[config.mk]
export PLATFORM = sky130hd
export DESIGN_NAME = dma_engine
export DESIGN_NICKNAME = d
export VERILOG_FILES = /design/src/rtl/dma_pkg.sv /design/src/rtl/byte_match.sv /design/src/rtl/dma_engine.sv
export VERILOG_INCLUDE_DIRS = /design/src /design/src/rtl
export SDC_FILE = /design/constraint.sdc
export NUM_CORES = 1
export LEC_CHECK = 0
export ABC_AREA = 1
export BUFFER_PORTS_ARGS = -buffer_cell sky130_fd_sc_hd__buf_2
export CAP_MARGIN = 20
export CORE_ASPECT_RATIO = 1.75
export CORE_MARGIN = 5
export CORE_UTILIZATION = 47
export CTS_CLUSTER_DIAMETER = 200
export CTS_CLUSTER_SIZE = 40
export DETAILED_ROUTE_END_ITERATION = 10
export PLACE_DENSITY = 0.68
export SYNTH_ARGS = -nofsm -noshare
export SYNTH_HDL_FRONTEND = slang
export SYNTH_SLANG_ARGS = --single-unit
[constraint.sdc]
create_clock -name clk -period 2.3 [get_ports clk]
set_input_delay 0.115 -clock clk [delete_from_list [all_inputs] [get_ports clk]]
set_output_delay 0.115 -clock clk [all_outputs]
set_load 0.02 [all_outputs]
[src/rtl/dma_defs.svh]
// Register offsets, field positions, reset values and command codes
`ifndef DMA_DEFS_SVH
`define DMA_DEFS_SVH

// ==========================================================
// Register offsets (byte addresses)
`define OFS_CTRL 8'h00
`define OFS_TIMING 8'h04
`define OFS_START_A 8'h08
`define OFS_START_B 8'h0C
`define OFS_BLOCK_LEN 8'h10
`define OFS_MATCH 8'h14
`define OFS_ADDR_MODE 8'h18
`define OFS_INT_EN 8'h1C
`define OFS_VECTOR 8'h20
`define OFS_PULSE_OFS 8'h24
`define OFS_COMMAND 8'h28
`define OFS_STATUS 8'h30
`define OFS_COUNT 8'h34
`define OFS_CUR_A 8'h38
`define OFS_CUR_B 8'h3C
`define OFS_CUR_VEC 8'h40

// ==========================================================
// Control register fields
`define CTRL_CLASS_LO 0
`define CTRL_MODE_LO 2
`define CTRL_A_IS_SRC 4
`define CTRL_AUTO_RST 5
`define CTRL_RDY_HIGH 6
`define CTRL_WAIT_EN 7
`define CTRL_PULSE_EN 8
`define CTRL_VEC_MOD 9
`define CTRL_A_IS_IO 10
`define CTRL_B_IS_IO 11
`define CTRL_RESET 12'h010

// Interrupt enable bits
`define IEN_READY 0
`define IEN_MATCH 1
`define IEN_EOB 2
`define IEN_MATCH_EOB 3

// ==========================================================
// Command codes
`define CMD_ENABLE 8'h87
`define CMD_DISABLE 8'h83
`define CMD_LOAD 8'hCF
`define CMD_CONTINUE 8'hD3
`define CMD_CLR_STATUS 8'hB3
`define CMD_READ_STATUS 8'hBF
`define CMD_INIT_READ 8'hA7

// ==========================================================
// Timing: clocks per T-cycle, so half a T-cycle is one clock
`define CLK_PER_T 2
`define VECTOR_RESET 8'h00

`endif

[src/rtl/dma_pkg.sv]
// Types shared by the engine modules
package dma_pkg;
  typedef enum logic [1:0] {CLS_TRANSFER, CLS_SEARCH, CLS_BOTH} op_class_t;
  typedef enum logic [1:0] {MODE_BYTE, MODE_BURST, MODE_CONT} op_mode_t;
  typedef enum logic [1:0] {ADR_FIXED, ADR_INC, ADR_DEC} addr_rule_t;
  typedef enum logic [2:0] {
    ST_IDLE, ST_REQ, ST_READ, ST_WRITE, ST_NEXT, ST_PAUSE, ST_RELEASE
  } state_t;
endpackage

[src/rtl/byte_match.sv]
// Masked comparison of a data byte against the match byte
`timescale 1ns/10ps
module byte_match #(
  parameter int WIDTH = 8
) (
  input wire logic [WIDTH-1:0] data,
  input wire logic [WIDTH-1:0] match,
  input wire logic [WIDTH-1:0] mask,
  output logic hit
);
  // A set mask bit excludes that position from the compare
  assign hit = ~|((data ^ match) & ~mask);
endmodule

[src/rtl/dma_engine.sv]
// Single-channel transfer and search engine with Wishbone registers
//
// Decided for this implementation: the placing of the registers and the Wishbone interface to the registers.
`timescale 1ns/10ps
`include "dma_defs.svh"
module dma_engine import dma_pkg::*; #(
  parameter int AW = 16,
  parameter int DW = 8
) (
  input wire logic clk,
  input wire logic resetn,
  input wire logic wb_cyc_i,
  input wire logic wb_stb_i,
  input wire logic wb_we_i,
  input wire logic [7:0] wb_adr_i,
  input wire logic [3:0] wb_sel_i,
  input wire logic [31:0] wb_dat_i,
  output logic [31:0] wb_dat_o,
  output logic wb_ack_o,
  input wire logic bus_request_in,
  output logic bus_request_out,
  output logic bus_request_oe_n,
  input wire logic bus_grant_in_n,
  input wire logic ready_in,
  input wire logic chip_select_wait_n,
  input wire logic int_ack_n,
  input wire logic [DW-1:0] data_in,
  output logic [DW-1:0] data_out,
  output logic data_oe_n,
  output logic [AW-1:0] addr_out,
  output logic addr_oe_n,
  output logic io_request_strobe_n,
  output logic memory_request_strobe_n,
  output logic read_strobe_n,
  output logic write_strobe_n,
  output logic interrupt_pulse_out,
  output logic interrupt_pulse_oe_n
);

  // ==========================================================
  // Input synchronisers
  localparam int SW = DW + 5;
  logic [SW-1:0] sync1_reg, sync2_reg;
  // Pins are asynchronous to clk, two flops before use
  always_ff @(posedge clk or negedge resetn) begin
    if (!resetn) begin
      sync1_reg <= '1;
      sync2_reg <= '1;
    end else begin
      sync1_reg <= {bus_request_in, bus_grant_in_n, ready_in,
                    chip_select_wait_n, int_ack_n, data_in};
      sync2_reg <= sync1_reg;
    end
  end
  logic bus_request_line_s, grant_n_s, ready_s, wait_n_s, intack_n_s;
  logic [DW-1:0] data_s;
  assign {bus_request_line_s, grant_n_s, ready_s, wait_n_s, intack_n_s, data_s} =
         sync2_reg;

  // ==========================================================
  // Registers and state
  logic [11:0] ctrl_reg, timing_reg;
  logic [AW-1:0] start_a_reg, start_b_reg, cur_a_reg, cur_b_reg;
  logic [15:0] block_len_reg, count_reg;
  logic [7:0] match_reg, mask_reg, vector_reg, pulse_ofs_reg, pulse_cnt_reg;
  logic [3:0] addr_mode_reg, int_en_reg, tcnt_reg;
  logic [DW-1:0] data_reg;
  logic [1:0] cause_reg;
  logic [2:0] req_hist_reg;
  logic enabled_reg, eob_reg, match_flag_reg, match_prev_reg, int_pend_reg;
  logic bus_req_reg, ack_reg;
  state_t state_reg, state_next;

  // ==========================================================
  // Bus decode
  logic wb_wr, cmd_wr, ctrl_wr, lo_en, hi_en;
  logic [7:0] cmd;
  // Writes land at the edge where the master samples ack high
  assign wb_wr = wb_cyc_i & wb_stb_i & wb_we_i & ack_reg;
  assign lo_en = wb_wr & wb_sel_i[0];
  assign hi_en = wb_wr & wb_sel_i[1];
  assign cmd = wb_dat_i[7:0];
  assign cmd_wr = lo_en && wb_adr_i == `OFS_COMMAND;
  // Every writable offset counts as a control write
  assign ctrl_wr = wb_wr && (wb_adr_i <= `OFS_COMMAND) &&
                   (wb_adr_i[1:0] == 2'b00);

  // ==========================================================
  // Mode decode
  op_class_t op_class;
  op_mode_t op_mode;
  logic a_is_src, phase_a, ready_act, searching, writing;
  assign op_class = op_class_t'(ctrl_reg[`CTRL_CLASS_LO +: 2]);
  assign op_mode = op_mode_t'(ctrl_reg[`CTRL_MODE_LO +: 2]);
  assign a_is_src = ctrl_reg[`CTRL_A_IS_SRC];
  // Polarity bit flips the sense of the ready pin
  assign ready_act = ready_s ~^ ctrl_reg[`CTRL_RDY_HIGH];
  assign searching = op_class != CLS_TRANSFER;
  assign writing = op_class != CLS_SEARCH;
  // Reads address the source, writes the destination
  assign phase_a = (state_reg == ST_READ) ? a_is_src : ~a_is_src;

  // ==========================================================
  // Cycle length per port, in clocks
  logic [1:0] len_sel;
  logic [3:0] last_clk, early;
  logic port_io, wait_hold, phase_done, in_phase;
  assign len_sel = phase_a ? timing_reg[1:0] : timing_reg[3:2];
  // Codes 0/1/2 give 2/3/4 T-cycles, code 3 also 4
  assign last_clk = 4'((len_sel == 2'd3 ? 3'd4 : 3'(len_sel) + 3'd2)
                    * `CLK_PER_T - 1);
  assign early = phase_a ? timing_reg[7:4] : timing_reg[11:8];
  assign port_io = phase_a ? ctrl_reg[`CTRL_A_IS_IO]
                           : ctrl_reg[`CTRL_B_IS_IO];
  assign in_phase = state_reg == ST_READ || state_reg == ST_WRITE;
  // Slow port stretches the cycle just before its last clock
  assign wait_hold = ctrl_reg[`CTRL_WAIT_EN] & ~wait_n_s &
                     (tcnt_reg == last_clk - 4'd1);
  assign phase_done = in_phase && tcnt_reg == last_clk;

  // ==========================================================
  // Byte compare and end of block
  logic hit, eob_now, other_req, master;
  byte_match #(.WIDTH(DW)) u_match (
    .data(data_reg),
    .match(match_reg[DW-1:0]),
    .mask(mask_reg[DW-1:0]),
    .hit(hit)
  );
  // Count holds finished bytes minus one, so N-1 marks the last
  assign eob_now = count_reg == block_len_reg;
  // Our own request echoes back late, so ignore it for a while
  assign other_req = ~bus_request_line_s & ~bus_req_reg & ~|req_hist_reg;
  assign master = bus_req_reg & ~grant_n_s;

  // ==========================================================
  // Sequencer
  always_comb begin
    state_next = state_reg;
    case (state_reg)
      ST_IDLE: begin
        // A grant left over from the last hold must clear first
        if (enabled_reg && ready_act && !other_req && !eob_reg &&
            grant_n_s) begin
          state_next = ST_REQ;
        end
      end
      ST_REQ: begin
        if (!enabled_reg) begin
          state_next = ST_IDLE;
        end else if (!grant_n_s) begin
          state_next = ST_READ;
        end
      end
      ST_READ: begin
        // Once read, the byte runs to its end regardless of ready
        if (phase_done) begin
          state_next = writing ? ST_WRITE : ST_NEXT;
        end
      end
      ST_WRITE: begin
        if (phase_done) begin
          state_next = ST_NEXT;
        end
      end
      ST_NEXT: begin
        if (eob_now) begin
          state_next = ST_RELEASE;
        end else begin
          case (op_mode)
            MODE_BYTE: state_next = ST_RELEASE;
            MODE_BURST: state_next = ready_act ? ST_READ : ST_RELEASE;
            MODE_CONT: state_next = ready_act ? ST_READ : ST_PAUSE;
            default: state_next = ST_RELEASE;
          endcase
        end
      end
      ST_PAUSE: begin
        // Buses stay held while waiting for ready
        if (ready_act) begin
          state_next = ST_READ;
        end
      end
      ST_RELEASE: state_next = ST_IDLE;
      default: state_next = ST_IDLE;
    endcase
  end

  always_ff @(posedge clk or negedge resetn) begin
    if (!resetn) begin
      state_reg <= ST_IDLE;
    end else begin
      state_reg <= state_next;
    end
  end

  // Phase clock counter, held during wait states
  always_ff @(posedge clk or negedge resetn) begin
    if (!resetn) begin
      tcnt_reg <= 4'h0;
    end else if (!in_phase || phase_done) begin
      tcnt_reg <= 4'h0;
    end else if (!wait_hold) begin
      tcnt_reg <= tcnt_reg + 4'h1;
    end
  end

  // Bus request and its echo history
  always_ff @(posedge clk or negedge resetn) begin
    if (!resetn) begin
      bus_req_reg <= 1'b0;
      req_hist_reg <= 3'h0;
    end else begin
      bus_req_reg <= state_next != ST_IDLE && state_next != ST_RELEASE;
      req_hist_reg <= {req_hist_reg[1:0], bus_req_reg};
    end
  end

  // ==========================================================
  // Software configuration registers
  always_ff @(posedge clk or negedge resetn) begin
    if (!resetn) begin
      ctrl_reg <= `CTRL_RESET;
      timing_reg <= 12'h000;
      start_a_reg <= '0;
      start_b_reg <= '0;
      block_len_reg <= 16'h0001;
      match_reg <= 8'h00;
      mask_reg <= 8'h00;
      addr_mode_reg <= 4'h5;
      int_en_reg <= 4'h0;
      vector_reg <= `VECTOR_RESET;
      pulse_ofs_reg <= 8'h00;
    end else begin
      if (lo_en) begin
        case (wb_adr_i)
          `OFS_CTRL: ctrl_reg[7:0] <= wb_dat_i[7:0];
          `OFS_TIMING: timing_reg[7:0] <= wb_dat_i[7:0];
          `OFS_START_A: start_a_reg[7:0] <= wb_dat_i[7:0];
          `OFS_START_B: start_b_reg[7:0] <= wb_dat_i[7:0];
          `OFS_BLOCK_LEN: block_len_reg[7:0] <= wb_dat_i[7:0];
          `OFS_MATCH: match_reg <= wb_dat_i[7:0];
          `OFS_ADDR_MODE: addr_mode_reg <= wb_dat_i[3:0];
          `OFS_INT_EN: int_en_reg <= wb_dat_i[3:0];
          `OFS_VECTOR: vector_reg <= wb_dat_i[7:0];
          `OFS_PULSE_OFS: pulse_ofs_reg <= wb_dat_i[7:0];
          default: ;
        endcase
      end
      if (hi_en) begin
        case (wb_adr_i)
          `OFS_CTRL: ctrl_reg[11:8] <= wb_dat_i[11:8];
          `OFS_TIMING: timing_reg[11:8] <= wb_dat_i[11:8];
          `OFS_START_A: start_a_reg[15:8] <= wb_dat_i[15:8];
          `OFS_START_B: start_b_reg[15:8] <= wb_dat_i[15:8];
          `OFS_BLOCK_LEN: block_len_reg[15:8] <= wb_dat_i[15:8];
          `OFS_MATCH: mask_reg <= wb_dat_i[15:8];
          default: ;
        endcase
      end
    end
  end

  // Enable: only the enable command sets it, other control writes clear it
  always_ff @(posedge clk or negedge resetn) begin
    if (!resetn) begin
      enabled_reg <= 1'b0;
    end else if (cmd_wr && cmd == `CMD_ENABLE) begin
      enabled_reg <= 1'b1;
    end else if (cmd_wr && (cmd == `CMD_READ_STATUS ||
                            cmd == `CMD_INIT_READ)) begin
      enabled_reg <= 1'b0;
    end else if (ctrl_wr) begin
      enabled_reg <= 1'b0;
    end else if (state_reg == ST_NEXT && eob_now &&
                 !ctrl_reg[`CTRL_AUTO_RST]) begin
      enabled_reg <= 1'b0;
    end
  end

  // ==========================================================
  // Address and byte counters
  function automatic logic [AW-1:0] step(input logic [AW-1:0] a,
                                         input logic [1:0] rule);
    case (addr_rule_t'(rule))
      ADR_INC: step = a + AW'(1);
      ADR_DEC: step = a - AW'(1);
      default: step = a;
    endcase
  endfunction

  always_ff @(posedge clk or negedge resetn) begin
    if (!resetn) begin
      cur_a_reg <= '0;
      cur_b_reg <= '0;
      count_reg <= 16'h0000;
    end else if (cmd_wr && cmd == `CMD_LOAD) begin
      cur_a_reg <= start_a_reg;
      cur_b_reg <= start_b_reg;
      count_reg <= 16'h0000;
    end else if (cmd_wr && cmd == `CMD_CONTINUE) begin
      count_reg <= 16'h0000;
    end else if (state_reg == ST_NEXT) begin
      if (eob_now && ctrl_reg[`CTRL_AUTO_RST]) begin
        cur_a_reg <= start_a_reg;
        cur_b_reg <= start_b_reg;
        count_reg <= 16'h0000;
      end else begin
        cur_a_reg <= step(cur_a_reg, addr_mode_reg[1:0]);
        cur_b_reg <= step(cur_b_reg, addr_mode_reg[3:2]);
        if (!eob_now) begin
          count_reg <= count_reg + 16'h0001;
        end
      end
    end
  end

  // Read data latched at the close of the read cycle
  always_ff @(posedge clk or negedge resetn) begin
    if (!resetn) begin
      data_reg <= '0;
    end else if (state_reg == ST_READ && phase_done) begin
      data_reg <= data_s;
    end
  end

  // ==========================================================
  // Status flags and interrupt; a set in the clear cycle wins
  logic ev_ready, ev_match, ev_eob, ev_both, any_ev, clr_st;
  logic [1:0] cause_now;
  assign ev_ready = state_reg == ST_IDLE && state_next == ST_REQ &&
                    int_en_reg[`IEN_READY];
  assign ev_match = state_reg == ST_NEXT && searching && hit &&
                    int_en_reg[`IEN_MATCH];
  assign ev_eob = state_reg == ST_NEXT && eob_now &&
                  int_en_reg[`IEN_EOB];
  // Read-ahead means the final match belongs to the byte before last
  assign ev_both = state_reg == ST_NEXT && eob_now && match_prev_reg &&
                   int_en_reg[`IEN_MATCH_EOB];
  assign any_ev = ev_ready | ev_match | ev_eob | ev_both;
  assign cause_now = ev_both ? 2'd3 : ev_eob ? 2'd2 : ev_match ? 2'd1 : 2'd0;
  assign clr_st = cmd_wr && (cmd == `CMD_CLR_STATUS ||
                             cmd == `CMD_CONTINUE);

  always_ff @(posedge clk or negedge resetn) begin
    if (!resetn) begin
      eob_reg <= 1'b0;
      match_flag_reg <= 1'b0;
      match_prev_reg <= 1'b0;
      int_pend_reg <= 1'b0;
      cause_reg <= 2'd0;
    end else begin
      if (state_reg == ST_NEXT && eob_now) begin
        eob_reg <= 1'b1;
      end else if (clr_st || (cmd_wr && cmd == `CMD_LOAD)) begin
        eob_reg <= 1'b0;
      end
      if (state_reg == ST_NEXT && searching && hit) begin
        match_flag_reg <= 1'b1;
      end else if (clr_st) begin
        match_flag_reg <= 1'b0;
      end
      if (state_reg == ST_NEXT) begin
        match_prev_reg <= searching & hit;
      end
      if (any_ev) begin
        int_pend_reg <= 1'b1;
        cause_reg <= cause_now;
      end else if (clr_st) begin
        int_pend_reg <= 1'b0;
      end
    end
  end

  // Cause bits replace vector bits 2:1 when so programmed
  logic [7:0] vec_mod;
  assign vec_mod = ctrl_reg[`CTRL_VEC_MOD] ?
                   {vector_reg[7:3], cause_reg, vector_reg[0]}
                   : vector_reg;

  // ==========================================================
  // Pulse counter, wraps every 256 bytes
  logic pulse_evt;
  assign pulse_evt = state_reg == ST_NEXT && ctrl_reg[`CTRL_PULSE_EN] &&
                     pulse_cnt_reg == 8'hFF;
  always_ff @(posedge clk or negedge resetn) begin
    if (!resetn) begin
      pulse_cnt_reg <= 8'h00;
    end else if (cmd_wr && cmd == `CMD_LOAD) begin
      pulse_cnt_reg <= pulse_ofs_reg;
    end else if (state_reg == ST_NEXT) begin
      pulse_cnt_reg <= pulse_cnt_reg + 8'h01;
    end
  end

  // ==========================================================
  // System bus outputs, all registered
  logic strobe_on;
  assign strobe_on = in_phase && (tcnt_reg != last_clk);
  always_ff @(posedge clk or negedge resetn) begin
    if (!resetn) begin
      addr_out <= '0;
      addr_oe_n <= 1'b1;
      data_out <= '0;
      data_oe_n <= 1'b1;
      io_request_strobe_n <= 1'b1;
      memory_request_strobe_n <= 1'b1;
      read_strobe_n <= 1'b1;
      write_strobe_n <= 1'b1;
    end else begin
      addr_out <= phase_a ? cur_a_reg : cur_b_reg;
      addr_oe_n <= ~(master && state_reg != ST_REQ);
      // Early bit cuts the strobe one clock, half a T-cycle, short
      io_request_strobe_n <= ~(in_phase && port_io &&
                               (strobe_on || !early[0]));
      memory_request_strobe_n <= ~(in_phase && !port_io &&
                                   (strobe_on || !early[1]));
      read_strobe_n <= ~(state_reg == ST_READ &&
                         (strobe_on || !early[2]));
      write_strobe_n <= ~(state_reg == ST_WRITE &&
                          (strobe_on || !early[3]));
      if (!bus_req_reg && !intack_n_s && int_pend_reg) begin
        data_out <= vec_mod[DW-1:0];
        data_oe_n <= 1'b0;
      end else begin
        data_out <= data_reg;
        data_oe_n <= state_reg != ST_WRITE;
      end
    end
  end

  // Open-drain pins: value always low, enable decides
  always_ff @(posedge clk or negedge resetn) begin
    if (!resetn) begin
      bus_request_out <= 1'b0;
      interrupt_pulse_out <= 1'b0;
      bus_request_oe_n <= 1'b1;
      interrupt_pulse_oe_n <= 1'b1;
    end else begin
      bus_request_out <= 1'b0;
      interrupt_pulse_out <= 1'b0;
      bus_request_oe_n <= ~bus_req_reg;
      // Pulse only when the processor cannot take it as interrupt
      interrupt_pulse_oe_n <= ~((int_pend_reg && !bus_req_reg) ||
                                (pulse_evt && master));
    end
  end

  // ==========================================================
  // Wishbone answer: ack one cycle after request, reads registered
  always_ff @(posedge clk or negedge resetn) begin
    if (!resetn) begin
      ack_reg <= 1'b0;
      wb_dat_o <= 32'h0000_0000;
    end else begin
      ack_reg <= wb_cyc_i & wb_stb_i & ~ack_reg;
      case (wb_adr_i)
        `OFS_CTRL: wb_dat_o <= {20'h0, ctrl_reg};
        `OFS_TIMING: wb_dat_o <= {20'h0, timing_reg};
        `OFS_START_A: wb_dat_o <= {16'h0, start_a_reg};
        `OFS_START_B: wb_dat_o <= {16'h0, start_b_reg};
        `OFS_BLOCK_LEN: wb_dat_o <= {16'h0, block_len_reg};
        `OFS_MATCH: wb_dat_o <= {16'h0, mask_reg, match_reg};
        `OFS_ADDR_MODE: wb_dat_o <= {28'h0, addr_mode_reg};
        `OFS_INT_EN: wb_dat_o <= {28'h0, int_en_reg};
        `OFS_VECTOR: wb_dat_o <= {24'h0, vector_reg};
        `OFS_PULSE_OFS: wb_dat_o <= {24'h0, pulse_ofs_reg};
        `OFS_STATUS: wb_dat_o <= {24'h0, cause_reg, master, enabled_reg,
                                  int_pend_reg, match_flag_reg, eob_reg,
                                  ready_act};
        `OFS_COUNT: wb_dat_o <= {16'h0, count_reg};
        `OFS_CUR_A: wb_dat_o <= {16'h0, cur_a_reg};
        `OFS_CUR_B: wb_dat_o <= {16'h0, cur_b_reg};
        `OFS_CUR_VEC: wb_dat_o <= {24'h0, vec_mod};
        default: wb_dat_o <= 32'h0000_0000;
      endcase
    end
  end
  assign wb_ack_o = ack_reg;

endmodule

==> summary.md <==
| Metric | Value |
|---|---|
| Worst hold path depth | 5 |
| Die area | around 34000 um^2 |
| Final hold vios | 0 |
| Worst r2r path cells | 13 |
| DRT antenna net count | 0 |
| Hpwl dp | 37750 um |
| # IOs | between 100 and 150 |
| # DRC | 0 |
| Seq/Total Area, Yosys | between 40% and 50% |
| Row cnt | 84 |
| Fin nets | approximately 2000 |
| Post-synth ARST share | 100.0% |
| Pin count of the biggest net entering global routing | slightly below 80 |
| Fmax achieved | between 0.4 and 0.5 GHz |
| Status | finished, violations left |
| Worst skew pair latency | 0.53 ns |
| Worst hold start | wb_dat_i[0] |
| GP Congestion | 1.055 |
| Hold_ws | 0.02314 ns |
| Leak pwr | roughly 8 nW |
| Mean area per synthesized cell | around 8.1 um^2 |
| RSZ-0062 raised after global routing | yes |
| Total gr overflow | 0 |
| Crit. End Element | flop |
| CP Launch Type | flop |
| Avg WL per Cell | roughly 21 um |
| Die Span Y | about 240 um |
| Finish-stage setup viols | 3 |
| CTS tree | built |
| Iter 0 DRT Violations | approximately 1100 |
| Area of the multi-input gates | about 6900 um^2 |
| Pwr dens | approximately 440 nW/um^2 |
| Post-route insts no fill | roughly 2400 |
| Synth Area in Adders | about 3.3% |
| 1st-pass router iterations | 6 |
| Fillcell total | roughly 2800 |
| Horiz. Die Dim | about 140 um |
| PortBufs | 92 |
| Worst hold path type | in -> reg |
| Min Tclk post-route | roughly 2.4 ns |
| Synth Instances | 1741 |
| Number of flops mapped to enable cells by yosys | 0 |
| Slew margin rel. | between 50% and 60% |
| CORE AREA | about 30000 um^2 |
| Initial Util | a little under half |
| Vias | 13080 |
| Crit path launch | addr_mode_reg[2]$_DFFE_PN1P_ |
| Fin crit share | 103.0% |
| WHS Endpoint | enabled_reg$_DFFE_PN0P_ |
| Root buffer cell | clkbuf_16 |
| Crit Path Class | reg -> reg |
| Antenna violations before repair | 1 |
| CTS Sinks | 269 |
| Total global-route track usage | approximately 29% |
| Crit path DAT | 2.80 ns |
| Vias per cell | 5.554 |
| Vias in the first global route | around 13000 |
| Worst-margin pin slew | between 0.6 and 0.7 ns |
| Req. time, crit path | about 2.7 ns |
| Cts bufs inserted | 10 |
| Layout cells sized above 1 | 21.05% |
| # placed instances | between 2000 and 2500 |
| Finished Core Util | a little under three fifths |
| Post-synthesis simple-gate area fraction | between 20% and 30% |
| Clock Skews | 0.03806 ns |
| Worst reg2reg path endpoint | cur_b_reg[14]$_DFFE_PN0P_ |
| Worst VDD drop | between 600 and 700 uV |
| Area growth, synth to finish | 20.80% |
| Synth Area in XOR/XNOR | ~3.8% |
| Post-synthesis mux area share | less than 1% |
| Clock slew at reported path FFs | approximately 0.16 ns |
| Max-Cap Viols | 0 |
| Failing checks | negative setup slack |
| Htree depth | 1 |
| Worst-path fanout max | 7 |
| Fin Setup TNS | -0.09840 ns |
| Syn Std Cell Area | roughly 14000 um^2 |
| Ys flop type | dfrtp_1 |
| Final wirelength | about 49000 um |
| Synth Area in Compound Gates | between 10 and 15% |
| R2r setup slk | -0.07 ns |
| Cell variety after synth | slightly above 50 |
| RR Startpoint | addr_mode_reg[2]$_DFFE_PN1P_ |
| Post-route setup slack | -0.06788 ns |
| Largest family of logic cells by synthesized area | simple AND/OR/NAND/NOR gates |
| #FFs+latches synth | approximately 270 |
| Synth warn | 0 |
| Max Slew Vio Count | 0 |
| First-pass GRT wire length | 73920 um |
| FF/Latch Area | roughly 6800 um^2 |
| Clk buf depth | 3 |
[Yosys cell counts (2+ instances only)]
master,count,area share [%]
inv_2,13,0.34
a221oi_1,26,1.6
o31ai_1,6,0.32
nor2_4,2,0.16
or2_0,2,0.088
nand3_2,3,0.21
dfstp_2,38,7.0
nand3b_1,2,0.11
nor2_1,115,3.0
nor3_4,2,0.23
nand4_1,19,0.84
a21oi_1,58,2.0
o2111ai_1,6,0.37
mux2_2,7,0.56
nor4_1,13,0.57
nor3b_1,2,0.11
buf_2,6,0.21
nand2_1,452,12
buf_6,8,0.64
o211ai_1,8,0.42
o21bai_1,4,0.21
inv_1,196,5.2
ha_1,34,3.0
o22ai_1,15,0.66
fa_1,2,0.28
o21ai_1,10,0.35
o21ai_0,200,7.1
nand3_1,96,3.4
o221ai_1,2,0.12
xor2_1,42,2.6
nor2_2,2,0.088
xnor2_1,17,1.0
a211oi_1,3,0.16
nor3_1,26,0.92
nand2_4,2,0.16
nand2_2,10,0.44
buf_4,21,1.1
clkbuf_1,28,0.74
dfrtp_1,231,41
[where the power goes]
part	switching (mW)	internal [mW]	leakage, nW
Clock	1.50	0.909	0.147
Combinational	0.254	0.102	4.47
Sequential	0.0134	4.78	3.42
Total	1.77	5.79	8.04
[routing by layer]
metal / vias up / share of wire, % / GRT usage, % / wire length (um)
met5: - / 0 / 0 / 0
met4: 0 / 9.1 / 21.19 / 4471
met3: 195 / 5.5 / 3.875 / 2679
met2: 535 / 51 / 50.61 / 24970
met1: 6221 / 35 / 30.65 / 16980
li1: 6129 / - / - / -
[layout by cell type (no fill, tap or decap), types with 19 or more instances in the layout]
cell type / count
xor2_1: 42
nor3_1: 21
o21ai_1: 19
a221oi_1: 26
dlygate4sd3_1: 26
o21ai_0: 184
inv_1: 190
buf_2: 91
nor2_1: 109
nand2_1: 441
nand4_1: 19
nand3_1: 91
dfrtp_1: 229
buf_4: 124
ha_4: 19
a21oi_1: 39
dfstp_2: 38
[kinds of logic after synthesis]
kind of cell    after synthesis
simple gates                749
compound gates              346
buf+inv                     273
flops                       269
xor+xnor                     60
fa+ha+maj                    36
mux                           7
other cells                   1
[how the worst max path moves through the flow]
stage,end,cells past startpoint
final,cur_b_reg[14]$_DFFE_PN0P_,13
after CTS,cur_b_reg[9]$_DFFE_PN0P_,12
after global routing,cur_b_reg[12]$_DFFE_PN0P_,14
after detailed placement,cur_a_reg[12]$_DFFE_PN0P_,13
after global placement,cur_a_reg[12]$_DFFE_PN0P_,13
after floorplan,cur_a_reg[10]$_DFFE_PN0P_,14
[layout make-up]
type	instances	area share, %
Multi-Input combinational cell	1216	40.05
Sequential cell	269	39.57
Timing Repair Buffer	255	10.98
Inverter	210	4.702
Tap cell	387	2.826
Clock buffer	15	1.694
Clock inverter	1	0.09492
Timing Repair inverter	1	0.06571
Antenna cell	1	0.01460
[through the flow]
step | power (mW) | setup slack, ns | instance area [um^2]
after floorplan | 4.998 | 0.04214 | 14250
after CTS | 7.592 | 0.0004161 | 16610
final | 7.564 | -0.06788 | 17140
after global routing | 7.787 | -0.1803 | 17130
after global placement | 5.191 | -0.1351 | 15830
after detailed placement | 5.198 | -0.1668 | 15830
[critical path, cell delays in order, from the launching register on]
cell and delay [ns]:
dfstp_2 0.57, inv_2 0.04, ha_4 0.19, buf_8 0.16, ha_4 0.31, nand2_2 0.09
nor3_4 0.19, buf_4 0.13, a21oi_2 0.07, o21ai_1 0.16, xor2_1 0.18, nand2_1 0.07
nand3_1 0.08, nand2_1 0.05
[timing repair]
action                                  CTS  global route
gates resized for setup                  33           101
buffers inserted                          5            12
hold endpoints to repair                110             0
hold buffers                             26             0
cloned                                    0             1
endpoints found under the setup margin   21            56
pin swaps                                 4            37
No activity file was read; power rests on OpenSTA's default activity.
